===== src/spd_pkg.sv =====
/*
 Shared constants and types for the register page decoder.
 Assumes a single core clock domain and a direct-address access bus from the core.
*/
package spd_pkg;
	localparam logic [7:0] SPD_ADDR_PAGE_SEL = 8'hA7;
	localparam logic [7:0] SPD_ADDR_CONV_ACC = 8'hBA;
	localparam logic [7:0] SPD_ADDR_IREF = 8'hB9;
	localparam logic [7:0] SPD_ADDR_P0 = 8'hA4;
	localparam logic [7:0] SPD_ADDR_DCDC = 8'h97;
	localparam logic [7:0] SPD_ADDR_EXT_INT_EN = 8'hE6;
	localparam logic [7:0] SPD_SFR_BASE = 8'h80;
	localparam logic [7:0] SPD_PAGE_ZERO = 8'h00;
	localparam logic [7:0] SPD_PAGE_HIGH = 8'h0F;
	localparam logic [7:0] SPD_PAGE_RESET = 8'h00;
	localparam logic [2:0] SPD_BIT_LOW_MASK = 3'h0;

	typedef enum logic [3:0] {
		SPD_SEL_NONE,
		SPD_SEL_PAGE_SELECT,
		SPD_SEL_CONV_ACC_CFG,
		SPD_SEL_CONV_BURST_PWR,
		SPD_SEL_IREF_CTRL,
		SPD_SEL_IREF_CFG,
		SPD_SEL_P0_OUT_MODE,
		SPD_SEL_P0_DRIVE,
		SPD_SEL_DCDC_CTRL,
		SPD_SEL_CRC_SECT_CNT,
		SPD_SEL_EXT_INT_EN
	} spd_sel_t;

	typedef struct packed {
		logic valid;
		logic direct;
		logic rd;
		logic wr;
		logic bit_op;
		logic [7:0] addr;
		logic [7:0] wdata;
	} spd_req_t;

	typedef struct packed {
		logic valid;
		logic wr;
		logic rd;
		spd_sel_t sel;
		logic [7:0] addr;
		logic [7:0] wdata;
	} spd_route_t;
endpackage : spd_pkg


===== src/spd_page_decoder.sv =====
/*
 Page select register and address decoder for the special register space.
 Assumes the core presents one access per cycle on the same clock and reads
 peripheral data back through its own mux, using the selection reported here.
*/
`timescale 1ns/1ns
module spd_page_decoder
	import spd_pkg::*;
(
	// Clock and reset
	input wire logic ref_clk,
	input wire logic resetn,
	// Core access
	input spd_req_t req,
	// Routed access to peripherals
	output spd_route_t route,
	output logic [7:0] rdata,
	output logic rdata_valid,
	output logic bit_refused,
	// Current page
	output logic [7:0] page_sel
);

	// Page select register
	logic [7:0] page_r;
	logic [7:0] page_nxt;

	// Strobe handed on to the selected peripheral register
	spd_route_t route_r;
	spd_route_t route_nxt;

	// Read return for the page register and for unmapped holes
	logic [7:0] rdata_r;
	logic [7:0] rdata_nxt;
	logic rvalid_r;
	logic rvalid_nxt;

	// Refused single-bit access
	logic refused_r;
	logic refused_nxt;

	// Decode of the access presented this cycle
	spd_sel_t sel;
	logic in_space;
	logic bit_ok;
	logic go;
	logic mapped;
	logic unmapped;
	logic hits_page_reg;

	// Direct mode with the top address bit set, so 0x80..0xFF;
	// indirect data accesses to the same range never get here
	function automatic logic spd_in_sfr_space(input spd_req_t r);
		return r.valid && r.direct && r.addr[7];
	endfunction : spd_in_sfr_space

	// Bit access only where the low three address bits are clear
	function automatic logic spd_bit_allowed(input spd_req_t r);
		return !r.bit_op || (r.addr[2:0] == SPD_BIT_LOW_MASK);
	endfunction : spd_bit_allowed

	// Registers that answer on every page, the page register among them
	function automatic spd_sel_t spd_all_page_decode(input logic [7:0] a);
		spd_sel_t s;
		s = SPD_SEL_NONE;
		if (a == SPD_ADDR_PAGE_SEL)
			s = SPD_SEL_PAGE_SELECT;
		else if (a == SPD_ADDR_EXT_INT_EN)
			s = SPD_SEL_EXT_INT_EN;
		return s;
	endfunction : spd_all_page_decode

	// Registers seen only while the default page is selected
	function automatic spd_sel_t spd_low_page_decode(input logic [7:0] a);
		spd_sel_t s;
		unique case (a)
			SPD_ADDR_CONV_ACC: s = SPD_SEL_CONV_ACC_CFG;
			SPD_ADDR_IREF: s = SPD_SEL_IREF_CTRL;
			SPD_ADDR_P0: s = SPD_SEL_P0_OUT_MODE;
			SPD_ADDR_DCDC: s = SPD_SEL_DCDC_CTRL;
			default: s = SPD_SEL_NONE;
		endcase
		return s;
	endfunction : spd_low_page_decode

	// Registers seen only while the high page is selected
	function automatic spd_sel_t spd_high_page_decode(input logic [7:0] a);
		spd_sel_t s;
		unique case (a)
			SPD_ADDR_CONV_ACC: s = SPD_SEL_CONV_BURST_PWR;
			SPD_ADDR_IREF: s = SPD_SEL_IREF_CFG;
			SPD_ADDR_P0: s = SPD_SEL_P0_DRIVE;
			SPD_ADDR_DCDC: s = SPD_SEL_CRC_SECT_CNT;
			default: s = SPD_SEL_NONE;
		endcase
		return s;
	endfunction : spd_high_page_decode

	// All-page registers are matched first, so no page value can hide them
	function automatic spd_sel_t spd_decode(input logic [7:0] a,
		input logic [7:0] pg);
		spd_sel_t s;
		s = spd_all_page_decode(a);
		if (s == SPD_SEL_NONE)
		begin
			if (pg == SPD_PAGE_ZERO)
				s = spd_low_page_decode(a);
			else if (pg == SPD_PAGE_HIGH)
				s = spd_high_page_decode(a);
		end
		return s;
	endfunction : spd_decode

	assign in_space = spd_in_sfr_space(req);
	assign bit_ok = spd_bit_allowed(req);
	assign go = in_space && bit_ok;
	assign sel = spd_decode(req.addr, page_r);
	assign mapped = go && (sel != SPD_SEL_NONE);
	assign unmapped = go && (sel == SPD_SEL_NONE);
	assign hits_page_reg = go && (sel == SPD_SEL_PAGE_SELECT);

	// A modify carries rd and wr together; its read sees the old page,
	// and the new page only steers the access after it
	always_comb
	begin
		page_nxt = page_r;
		if (hits_page_reg && req.wr)
			page_nxt = req.wdata;
	end

	// Reset puts every access back on the default page
	always_ff @(posedge ref_clk)
	begin
		if (!resetn)
			page_r <= SPD_PAGE_RESET;
		else
			page_r <= page_nxt;
	end

	// Unmapped and refused accesses send no strobe, so nothing is disturbed
	always_comb
	begin
		route_nxt = '0;
		if (mapped)
		begin
			route_nxt.valid = 1'b1;
			route_nxt.rd = req.rd;
			route_nxt.wr = req.wr;
			route_nxt.sel = sel;
			route_nxt.addr = req.addr;
			route_nxt.wdata = req.wdata;
		end
	end

	// One-cycle strobe; the peripheral must act on it in that cycle
	always_ff @(posedge ref_clk)
	begin
		if (!resetn)
			route_r <= '0;
		else
			route_r <= route_nxt;
	end

	// A hole reads as zero so the core still gets an answer in one cycle;
	// software must not rely on that value
	always_comb
	begin
		rdata_nxt = '0;
		rvalid_nxt = 1'b0;
		if (hits_page_reg && req.rd)
		begin
			rdata_nxt = page_r;
			rvalid_nxt = 1'b1;
		end
		else if (unmapped && req.rd)
			rvalid_nxt = 1'b1;
	end

	always_ff @(posedge ref_clk)
	begin
		if (!resetn)
		begin
			rdata_r <= '0;
			rvalid_r <= 1'b0;
		end
		else
		begin
			rdata_r <= rdata_nxt;
			rvalid_r <= rvalid_nxt;
		end
	end

	// A refused bit access writes nothing anywhere; the core sees the flag
	// and may repeat the access as a whole byte
	always_comb
	begin
		refused_nxt = in_space && !bit_ok;
	end

	always_ff @(posedge ref_clk)
	begin
		if (!resetn)
			refused_r <= 1'b0;
		else
			refused_r <= refused_nxt;
	end

	// Every output comes straight from its register
	assign route = route_r;
	assign rdata = rdata_r;
	assign rdata_valid = rvalid_r;
	assign bit_refused = refused_r;
	assign page_sel = page_r;

endmodule : spd_page_decoder


===== config.mk =====
export PLATFORM = sky130hd
export DESIGN_NAME = spd_page_decoder
export DESIGN_NICKNAME = d
export VERILOG_FILES = /design/src/spd_pkg.sv /design/src/spd_page_decoder.sv
export SDC_FILE = /design/constraint.sdc
export NUM_CORES = 1
export LEC_CHECK = 0
export ABC_AREA = 1
export BUFFER_PORTS_ARGS = -buffer_cell sky130_fd_sc_hd__buf_2
export CAP_MARGIN = 20
export CORE_MARGIN = 2
export CORE_UTILIZATION = 40
export CTS_CLUSTER_SIZE = 12
export DETAILED_ROUTE_END_ITERATION = 12
export PLACE_DENSITY_LB_ADDON = 0.12
export SYNTH_ARGS = -nofsm -noshare
export SYNTH_HDL_FRONTEND = slang
export SYNTH_SLANG_ARGS = --single-unit

===== constraint.sdc =====
create_clock -name ref_clk -period 3.15 [get_ports ref_clk]
set_clock_uncertainty 0.2 [all_clocks]
set_input_delay 0.4725 -clock ref_clk [delete_from_list [all_inputs] [get_ports ref_clk]]
set_output_delay 0.4725 -clock ref_clk [all_outputs]
set_load 0.01 [all_outputs]

Word level (Yosys, flattened, before mapping)
Index checks and enable logic that the tools add are counted.
{"block": "word_totals", "ff_bits": 41, "inputBits": 23, "out_inout_bits": 41}
{"block": "classes", "n_reduce_logical": 20, "n_eq_ne": 8, "muxes": 10}
{"operator": "8-bit == test, second input constant", "n": 6}
{"operator": "4-bit one-hot mux with 4 select lines", "n": 2}
{"operator": "23-bit 2-to-1 mux", "n": 1}
{"operator": "4-bit 2-to-1 mux", "n": 5}
{"operator": "1-bit logical AND", "n": 10}
{"operator": "8-bit by 4-bit == test with 1-bit output, second input constant", "n": 1}
{"operator": "4-bit logical NOT", "n": 2}
{"operator": "8-bit logical NOT", "n": 1}
{"operator": "4-bit by 1-bit == test with 1-bit output, second input constant", "n": 1}
{"operator": "2-bit AND reduction", "n": 2}
{"operator": "4-bit nonzero test", "n": 1}
{"operator": "3-bit logical NOT", "n": 1}
{"operator": "1-bit logical NOT", "n": 2}
{"operator": "1-bit 2-to-1 mux", "n": 2}
{"operator": "1-bit logical OR", "n": 1}

Depth between registers and ports, before layout
Gate-level depths: netlist of the first run.
{"block": "logic_depth", "ltp_word": 11, "mapped_depth": 12, "mapped_depth_nobuf": 11}

Worst setup path before layout of the first run
No wires, ideal clock.
{"block": "synth_timing", "path_type": "input -> register", "startpoint": "input req[11] (netlist name)", "endpoint": "register route_r, in the netlist route[18]", "setup_ps": 113, "slack_ps": 1375, "required_ps": 2837, "stages": 10, "arrival_time_ps": 1462, "cell_sequence": "inv_1 -> nand2_1 -> nor2_4 -> nand2_2 -> and2_4 -> a21oi_4 -> nand2_2 -> nand2_4 -> buf_6 -> nor2_2"}
{"block": "synth_between", "elab_chain_len": 9, "word_cells_on_any_way": 17, "classes_between": "eq/ne (6); mux (7); reduce/logical (4)"}
{"element": "start, declared", "line_no": "spd_page_decoder.sv:14", "source": "input spd_req_t req,"}
{"element": "8-bit == test", "line_no": "spd_page_decoder.sv:68", "source": "else if (a == SPD_ADDR_EXT_INT_EN)"}
{"element": "4-bit 2-to-1 mux", "line_no": "spd_page_decoder.sv:68"}
{"element": "4-bit 2-to-1 mux", "line_no": "spd_page_decoder.sv:66", "source": "if (a == SPD_ADDR_PAGE_SEL)"}
{"element": "4-bit 2-to-1 mux", "line_no": "spd_page_decoder.sv:108", "source": "else if (pg == SPD_PAGE_HIGH)"}
{"element": "4-bit 2-to-1 mux", "line_no": "spd_page_decoder.sv:106", "source": "if (pg == SPD_PAGE_ZERO)"}
{"element": "4-bit 2-to-1 mux *", "line_no": "spd_page_decoder.sv:104", "source": "if (s == SPD_SEL_NONE)"}
{"element": "4-bit nonzero test", "line_no": "spd_page_decoder.sv:118", "source": "assign mapped = go && (sel != SPD_SEL_NONE);"}
{"element": "1-bit logical AND", "line_no": "spd_page_decoder.sv:118"}
{"element": "2-bit AND reduction (no line)"}
{"element": "end signal, assigned", "line_no": "spd_page_decoder.sv:161", "source": "route_r <= route_nxt;"}
{"element": "end, declared", "line_no": "spd_page_decoder.sv:29", "source": "spd_route_t route_r;"}
Every way passes the cells marked *; elsewhere a longest branch is shown, timed or not.
A chain may end at the register's enable or synchronous reset.

Worst setup path in the final report of the first run
{"block": "layout_timing", "startpoint": "input req[14] (netlist name)", "endpoint": "register route_r, in the netlist route[0]"}
{"block": "layout_between", "elab_chain_len": 9, "word_cells_on_any_way": 17, "classes_between": "eq/ne (6); mux (7); reduce/logical (4)"}
{"element": "8-bit == test", "line_no": "spd_page_decoder.sv:68"}
{"element": "4-bit 2-to-1 mux", "line_no": "spd_page_decoder.sv:68"}
{"element": "4-bit 2-to-1 mux", "line_no": "spd_page_decoder.sv:66"}
{"element": "4-bit 2-to-1 mux", "line_no": "spd_page_decoder.sv:108"}
{"element": "4-bit 2-to-1 mux", "line_no": "spd_page_decoder.sv:106"}
{"element": "4-bit 2-to-1 mux *", "line_no": "spd_page_decoder.sv:104"}
{"element": "4-bit nonzero test *", "line_no": "spd_page_decoder.sv:118"}
{"element": "1-bit logical AND *", "line_no": "spd_page_decoder.sv:118"}
{"element": "2-bit AND reduction (no line) *"}
Marks and branches as above.

==> results of run 1 <==
[per-layer routing]
layer	vias up	wire (um)
li1	707	-
met1	579	1410
met2	44	1450
met3	5	211
met4	0	35
met5	-	0
[area by class of cell]
class / count / area, sq um
fillers: 366 / 1670
flip-flops and latches: 41 / 821
multi-input cells: 115 / 577
repair buffers: 63 / 315
inverters: 35 / 131
clock buffers: 7 / 86.3
well taps: 48 / 60.1
clock inverters: 1 / 30.0
[critical path, delay by kind of cell]
family | cells | cell delay (ns)
AND/OR/NAND/NOR | 8 | 1.05
buffers and inverters | 2 | 0.18
AO/OA/AOI/OAI | 1 | 0.09
[cell families after synthesis]
| family | Yosys count | synth area share, % |
|---|---|---|
| AND/OR/NAND/NOR | 103 | 32.1 |
| flip-flops | 41 | 52.9 |
| buffers and inverters | 37 | 9.92 |
| AO/OA/AOI/OAI | 12 | 5.08 |
[power groups by stage]
| stage | Sequential [mW] | Clock, mW | Combinational [mW] |
|---|---|---|---|
| 2_1_floorplan | 0.531 | 0 | 0.0207 |
| 3_3_place_gp | 0.531 | 0 | 0.0441 |
| 3_5_place_dp | 0.531 | 0 | 0.0440 |
| 4_1_cts | 0.518 | 0.440 | 0.0445 |
| 5_1_grt | 0.518 | 0.455 | 0.0495 |
| 6_report | 0.519 | 0.427 | 0.0445 |
[state kept, by name, summed over array words and instances (netlist names)]
signal / cells
rdata_valid: 1
bit_refused: 1
page_sel: 8
route: 23
rdata: 8
[worst max-delay path by stage]
stage / startpoint / endpoint / slack (ns) / cells past startpoint
after floorplan: req[11] / route[18] / 1.37 / 10
after global placement: req[14] / route[0] / 1.03 / 11
after detailed placement: req[14] / route[0] / 1.03 / 11
after CTS: req[14] / route[0] / 1.33 / 11
after global routing: req[14] / route[0] / 1.18 / 11
final: req[14] / route[0] / 1.31 / 11
[cell usage in the layout (no fill, tap or decap), drive strengths merged]
master,synthesis,layout
clkbuf,0,7
nand3,7,7
inv,34,34
nor2,44,44
and2b,1,1
nor3,1,1
and3,1,1
dfxtp,41,41
nand2,46,46
nand4,2,2
o21ai,2,2
bufinv,0,1
buf,2,63
clkinv,1,1
and2,1,1
a21oi,10,10
==> reports/metrics.cfg, run 1 <==
[outcome]
status = finished, final reports clean

[setup_path]
ff2ff_setup_slack_ns = 1.41
rr_endpoint = route[0]
cp_slowest_cell = nand2_4
reg2reg_from = page_sel[1]
arrival_ns = 1.81
cp_cell_sequence = buf_2, inv_2, nand2_1, nor2_1, o21ai_2, nand3_1, nand2_1, nor2_1, nand2_2, nand2_4, nor2_1
cp-start-kind = primary input
worstSetupEndpointType = register
critPathKind = in2reg
cp.required_ns = 3.12
critical-path-max-stage-delay_ns = 0.29
cp_max_fo = 22
r2r_cells = 10
crit_top_cell = nor2_1

[grt]
use_met3_pct = 5.45
met1_usage_pct = 19.0
grt_max_degree = 23
overflow = 0
grt_pass1_wl_um = 4940
grt_busiest_layer = met2
grt.total_usage_pct = 15.1
grt_use_met2_pct = 23.5
grt_antenna_before_repair = 0
grt_pass1_vias = 1147

[power_and_ir_drop]
combinationalPowerShare_pct = 4.5
power.density_nw_per_um2 = 490
p_sw_uw = 196
p_clk_share_pct = 43.1
total_power_uw = 990
p_leak_nw = 1.07
seqPwrFrac_pct = 52.4
p_int_uw = 793
sw_frac_of_total_pct = 19.8
peakVddDrop_mv = 0.266

[logic_synthesis]
synth_area_sq_um = 1550
synth-seq-area-share_pct = 52.9
ys_ff_latch = 41
yosys_warnings = 0
synth_nets = 216
yosysUniqueCellTypes = 23
synth_edf_count = 0
yosys.area.top_type = dfxtp_1
synthCells = 193
syn_avg_cell_area_sq_um = 8.04
synth.area.top_cells = dfxtp_1 53%, nand2_1 9.9%, nor2_2 7.7%
synthFlopType = dfxtp_1
netlist_top_cells_count = 41 x dfxtp_1, 41 x nand2_1, 28 x inv_1, 24 x nor2_1, 19 x nor2_2
async_flop_share_pct = 0
synth_top_area_share_pct = 52.9

[floorplan]
die_y_um = 66.3
core_sq_um = 3690
die_w_um = 66.3
die-area_sq_um = 4390
top_level_ports = 64
start_util_pct = 42.1
rows = 22

[finish]
fin_nets = 284
fin_util_pct = 54.8
antennaDiodeCount = 0
final_area_sq_um = 2020
drive_above_1_share_pct = 40.5
area_growth_pct = 30.2
final-instance-count-excl-fill = 310

[detailed_routing]
wl_per_cell_um = 10.0
drt-initial-drc-count = 63
drc = 0
routed_wl_um = 3110
ant_nets = 0
detail_route.vias_per_cell = 4.31
first_pass_iters = 5
vias = 1335

[placement]
place.gp.congestion = 0.832
dp_hpwl_um = 2400
dpl_cell_area_sq_um = 1900
portBuffers = 63
dp_cells = 302
dp_slack_ns = 1.03

[clock_tree]
cts_root_buffer = clkbuf_8
clkTransAtPathRegs_ns = 0.08
cts-resized-gates = 0
cts_made_buffers = 5
cts_max_level = 2
postCtsSetupBuffers = 0
clock_latency_ns = 0.28
postCtsHoldBufs = 0
clockBufferDepth = 2
cts_tree = done
clock_sinks = 41

[timing]
rsz0062_at_grt = false
drv_slew = 0
setup_tns_ns = 0
holdWs_ns = 0.205
worst_pin_slew_ns = 0.428
relSlewSlack_pct = 71.4
fin_crit_sh_pct = 58.5
layout_setup_ws_ns = 1.31
hold_violations = 0
setup_violations = 0
fin_crit_ns = 1.84
max_freq_ghz = 0.543

[flow_run]
cap_violations = 0

[worst_hold_path]
hp-start = req[1]
holdPathStages = 3
hp-class = in2reg
hold_end = route[1]

Note: power is estimated with default switching activity, not from simulation.
==> run 2, diff against run 1 <==
--- a/config.mk
+++ b/config.mk
@@ -5,7 +5,7 @@
 export SDC_FILE = /design/constraint.sdc
 export NUM_CORES = 1
 export LEC_CHECK = 0
-export ABC_AREA = 1
+export ABC_AREA = 0
 export BUFFER_PORTS_ARGS = -buffer_cell sky130_fd_sc_hd__buf_2
 export CAP_MARGIN = 20
 export CORE_MARGIN = 2
==> constraint.sdc (replaced) <==
create_clock -name ref_clk -period 1.8 [get_ports ref_clk]
set_clock_uncertainty 0.2 [all_clocks]
set_input_delay 0.27 -clock ref_clk [delete_from_list [all_inputs] [get_ports ref_clk]]
set_output_delay 0.27 -clock ref_clk [all_outputs]
set_load 0.01 [all_outputs]
==> run 2 against run 1 <==
Against the previous run: the run now ends with setup timing left; first-iteration DRC count down 35%; wire length grew 40%; synthesized cell count is 12% lower; hold slack worse by 0.18 ns; clock power grew 80%; largest cell class is now multi-input gates.
==> reports/metrics.cfg, run 2 <==
[outcome]
status = complete, but fails checks
violations = setup timing

[timing]
fin_crit_ns = 1.90
max_freq_ghz = 0.527
worst_pin_slew_ns = 0.368
hold_violations = 0
holdWs_ns = 0.0219
layout_setup_ws_ns = -0.0961
drv_slew = 0
relSlewSlack_pct = 75.3
setup_violations = 1
fin_crit_sh_pct = 105
rsz0062_at_grt = true

[setup_path]
cp.required_ns = 1.79
arrival_ns = 1.89
cp_max_fo = 2
critPathKind = reg2reg
worstSetupEndpointType = register
cp-start-kind = register

[logic_synthesis]
synth_nets = 192
yosysMostFrequentCell = dfxtp_1
synthCells = 169
async_flop_share_pct = 0
yosysUniqueCellTypes = 45
yosys_warnings = 0
synth-seq-area-share_pct = 48.9
syn_avg_cell_area_sq_um = 9.94
synth.area.top_cells = dfxtp_1 49%, a211oi_1 7.2%, mux2i_1 4.8%
synth_top_area_share_pct = 48.9
ys_ff_latch = 41
synth_edf_count = 0
yosys.area.top_type = dfxtp_1
synthFlopType = dfxtp_1
netlist_top_cells_count = 41 x dfxtp_1, 16 x a211oi_1, 16 x inv_1
synth_area_sq_um = 1680

[detailed_routing]
detail_route.vias_per_cell = 4.90
wl_per_cell_um = 13.5
drt-initial-drc-count = 41
drc = 0
vias = 1573
ant_nets = 0
first_pass_iters = 4
routed_wl_um = 4350

[floorplan]
die-area_sq_um = 4730
core_sq_um = 4030
top_level_ports = 64
die_y_um = 68.8
die_w_um = 68.8
start_util_pct = 41.7
rows = 23

[grt]
grt_max_degree = 13
grt_pass1_vias = 1493
grt_antenna_before_repair = 0
overflow = 0
grt.total_usage_pct = 19.2
grt_pass1_wl_um = 6680

[placement]
dpl_cell_area_sq_um = 2320
dp_cells = 310
dp_hpwl_um = 3160
portBuffers = 63
place.gp.congestion = 0.820

[clock_tree]
postCtsHoldBufs = 0
cts_tree = done
clkTransAtPathRegs_ns = 0.09
cts_made_buffers = 5
clockBufferDepth = 2
clock_sinks = 41
cts_root_buffer = clkbuf_8
cts_max_level = 2
clock_latency_ns = 0.28

[finish]
area_growth_pct = 55.6
fin_nets = 293
drive_above_1_share_pct = 53.1
num-fill-cells = 363
regArea_sq_um = 823
antennaDiodeCount = 0
final_area_sq_um = 2610
multiInputGateArea_sq_um = 898
largest_reg_flops = 23
final_common_cell = buf_2
fin_util_pct = 64.8
final_cell_mix = 64 x buf_2, 39 x dfxtp_1, 34 x buf_4
final-instance-count-excl-fill = 321

[worst_hold_path]
hp-class = in2reg

[power_and_ir_drop]
p_int_mw = 1.43
p_clk_share_pct = 41.9
total_power_mw = 1.83
combinationalPowerShare_pct = 8.5
power.density_nw_per_um2 = 701
p_sw_uw = 401
sw_frac_of_total_pct = 21.9
p_leak_nw = 1.22
peakVddDrop_mv = 0.379
seqPwrFrac_pct = 49.6

[flow_run]
cap_violations = 0

run 2: cell count changes after synthesis, moves of 8 or more:
cell      change
inv_1        -12
nor2_2       -19
and2_1        +8
nand2_1      -35
nor2b_1       +8
nor2_1       -19
a211oi_1     +16
mux2i_1       +8
run 2: path summary, 6_finish.rpt:
| path | from | end | slack (ns) | depth (start not counted) |
|---|---|---|---|---|
| setup reg to reg | page_sel[1] | rdata_valid | -0.1 | 5 |
| hold / removal | req[18] | rdata_valid | 0.02 | 2 |
| setup / recovery | page_sel[1] | rdata_valid | -0.1 | 5 |
| hold reg to reg | page_sel[5] | rdata[5] | 0.36 | 2 |
run 2: cell families (layout without fill, tap and decap cells):
group	Yosys count	after routing	synth area share, %
and+or+nand+nor	55	55	22.8
DFF	41	41	48.9
AOI/OAI and AO/OA	38	38	16.5
buffers and inverters	26	128	6.48
muxes	8	8	4.77
xor gates and xnor gates	1	1	0.522
run 2: area by class of cell:
class                      instances  share of cell area, %
multi-input combinational        102                   34.4
inverter                          16                   2.30
tap                               50                   2.39
clock inverter                     1                   1.15
timing repair buffer             104                   25.0
sequential                        41                   31.5
clock buffer                       7                   3.30
run 2: worst max-delay path, cell delays in order (launching register included):
cell and delay (ns):
dfxtp_1 0.32, or4_4 0.56, buf_6 0.14, a21o_1 0.15, o21a_1 0.16, o311a_1 0.27
run 2: power by group through the flow:
stage / combinational, mW / clock [mW] / sequential, mW
final: 0.156 / 0.767 / 0.908
after detailed placement: 0.140 / 0 / 0.929
after global placement: 0.139 / 0 / 0.929
after CTS: 0.143 / 0.777 / 0.907
after global routing: 0.170 / 0.818 / 0.908
after floorplan: 0.0712 / 0 / 0.930
run 2: stage by stage:
step           setup slack (ns)  setup TNS (ns)
2_1_floorplan           -0.0294          -0.164
3_3_place_gp             -0.235           -5.55
3_5_place_dp             -0.236           -5.05
4_1_cts                 -0.0880          -0.944
5_1_grt                  -0.125          -0.367
6_report                -0.0961         -0.0961
run 2: repair_timing:
item	4_1_cts	5_1_grt
gates resized for setup	9	24
setup endpoints to repair	23	22
pin swaps	2	3
gates cloned	0	1
setup buffers	1	1
run 2: metal layers:
metal	vias to the layer above	track usage [%]	share of wire, %	routed length (um)
met5	-	0	0	0
met1	722	25.2	47	2040
met3	6	4.87	5.7	249
met4	0	6.86	1.3	57
li1	799	-	-	-
met2	46	30.6	46	2000
==> run 3, diff against run 2 <==
==> constraint.sdc (replaced) <==
create_clock -name ref_clk -period 1.6 [get_ports ref_clk]
set_clock_uncertainty 0.2 [all_clocks]
set_input_delay 0.24 -clock ref_clk [delete_from_list [all_inputs] [get_ports ref_clk]]
set_output_delay 0.24 -clock ref_clk [all_outputs]
set_load 0.01 [all_outputs]
==> run 3 against run 2 <==
Against the previous run: the run still ends with setup timing left; power is 20% higher; non-clock buffer count is 17 higher; critical endpoint unchanged; fmax is 3.8% higher; core utilization is 8.2 points higher.
==> reports/metrics.cfg, run 3 (synthesized netlist as in run 2, its figures left out) <==
[outcome]
status = complete, but fails checks
violations = setup timing

[grt]
use_met3_pct = 4.06
grt_pass1_wl_um = 7410
grt_busiest_layer = met2
grt_pass1_vias = 1644
met1_usage_pct = 26.5
overflow = 0
grt_use_met2_pct = 36.5
grt.total_usage_pct = 21.0
grt_max_degree = 18
grt_antenna_before_repair = 0

[finish]
antennaDiodeCount = 0
final_cell_mix = 62 x buf_2, 38 x dfxtp_1, 38 x buf_4
area_growth_pct = 75.3
num-fill-cells = 290
final_common_cell = buf_2
largest_reg_flops = 23
drive_above_1_share_pct = 56.9
fin_nets = 310

[clock_tree]
clock_sinks = 41
cts_max_level = 2
clockBufferDepth = 2
clock_latency_ns = 0.28
cts_root_buffer = clkbuf_8
cts_tree = done
cts_made_buffers = 5
clkTransAtPathRegs_ns = 0.10

[timing]
drv_slew = 0
hold_violations = 0
fin_crit_ns = 1.83
worst_pin_slew_ns = 0.350
setup_violations = 24
relSlewSlack_pct = 76.3
setup_tns_ns = -4.43
max_freq_ghz = 0.547
fin_crit_sh_pct = 114
rsz0062_at_grt = true
layout_setup_ws_ns = -0.227

[power_and_ir_drop]
power.density_nw_per_um2 = 750
total_power_mw = 2.21
peakVddDrop_mv = 0.546
p_leak_nw = 1.36

[floorplan]
die_w_um = 68.8
die-area_sq_um = 4730
die_y_um = 68.8
rows = 23
core_sq_um = 4030
start_util_pct = 41.7
top_level_ports = 64

[setup_path]
critPathKind = reg2reg
ff2ff_setup_slack_ns = -0.23
cp.required_ns = 1.59
reg2reg_from = page_sel[4]
r2r_cells = 4
cp-start-kind = register
rr_endpoint = rdata_valid
cp_max_fo = 4
worstSetupEndpointType = register
arrival_ns = 1.82

[detailed_routing]
drc = 0
vias = 1672
routed_wl_um = 4670
ant_nets = 0
detail_route.vias_per_cell = 4.95
drt-initial-drc-count = 59
wl_per_cell_um = 13.8
first_pass_iters = 4

[placement]
dp_hpwl_um = 3420
portBuffers = 63
place.gp.congestion = 0.865

[worst_hold_path]
hp-start = req[6]
hold_end = route[6]
holdPathStages = 3
hp-class = in2reg

[flow_run]
cap_violations = 0

==> run 3: cell types whose count changed in the layout (fill, tap and decap cells not counted), moves of 2 or more <==
cell,change
dlygate4sd3_1,+8
buf_12,+6
a21oi_1,-4
a21oi_2,+4
buf_4,+4
buf_2,-2
clkbuf_16,+2
nor3_4,+2
==> run 3: layout make-up <==
class | instances | area, sq um | area share (%)
clock inverters | 2 | 38.8 | 1.32
multi-input cells | 102 | 960 | 32.6
flip-flops and latches | 41 | 827 | 28.1
repair buffers | 121 | 901 | 30.6
well taps | 50 | 62.6 | 2.13
inverters | 16 | 60.1 | 2.04
clock buffers | 6 | 93.8 | 3.19
==> run 3: what timing repair did <==
item                       in CTS  in global routing
hold buffers                    8                  0
gates resized for setup        25                  9
gates cloned                    1                  0
setup buffers                   4                  2
pin swaps                       9                  7
setup endpoints to repair      23                 38
hold endpoints to repair        8                  0
==> run 3: worst max path at each step <==
stage                  end         from  cells past startpoint
6_report       rdata_valid  page_sel[4]                      4
5_1_grt          route[17]  page_sel[3]                      5
4_1_cts        rdata_valid  page_sel[7]                      4
3_5_place_dp     route[12]       req[8]                      8
3_3_place_gp   rdata_valid       req[8]                      5
2_1_floorplan  rdata_valid      req[10]                      5
==> run 3: report_power, final <==
part / switching [mW] / internal (mW) / total, mW
clock: 0.382 / 0.566 / 0.948
sequential: 0.000273 / 1.02 / 1.02
combinational: 0.110 / 0.129 / 0.239
==> run 3: metrics by stage <==
| step | instance area, sq um | hold slack [ns] | utilization (%) | cells | setup WS (ns) |
|---|---|---|---|---|---|
| after floorplan | 1800 | 0.159 | - | 169 | -0.199 |
| after global placement | 2470 | 0.285 | 61.3 | 315 | -0.347 |
| after detailed placement | 2470 | 0.283 | 61.3 | 315 | -0.374 |
| after CTS | 2900 | 0.00286 | 71.9 | 336 | -0.225 |
| after global routing | 2940 | 0.00723 | 73.0 | 338 | -0.289 |
| final | 2940 | 0.0132 | 73.0 | 338 | -0.227 |
==> run 3: worst max-delay path, stage by stage, from the launching register on <==
cell	delay, ns
dfxtp_2	0.32
or4_4	0.59
a21o_1	0.18
o21a_1	0.16
o311a_1	0.27
==> run 3: per-layer routing <==
metal,wire (um),vias to the layer above
li1,-,832
met2,2350,48
met5,0,-
met1,2060,788
met4,38,0
met3,220,4
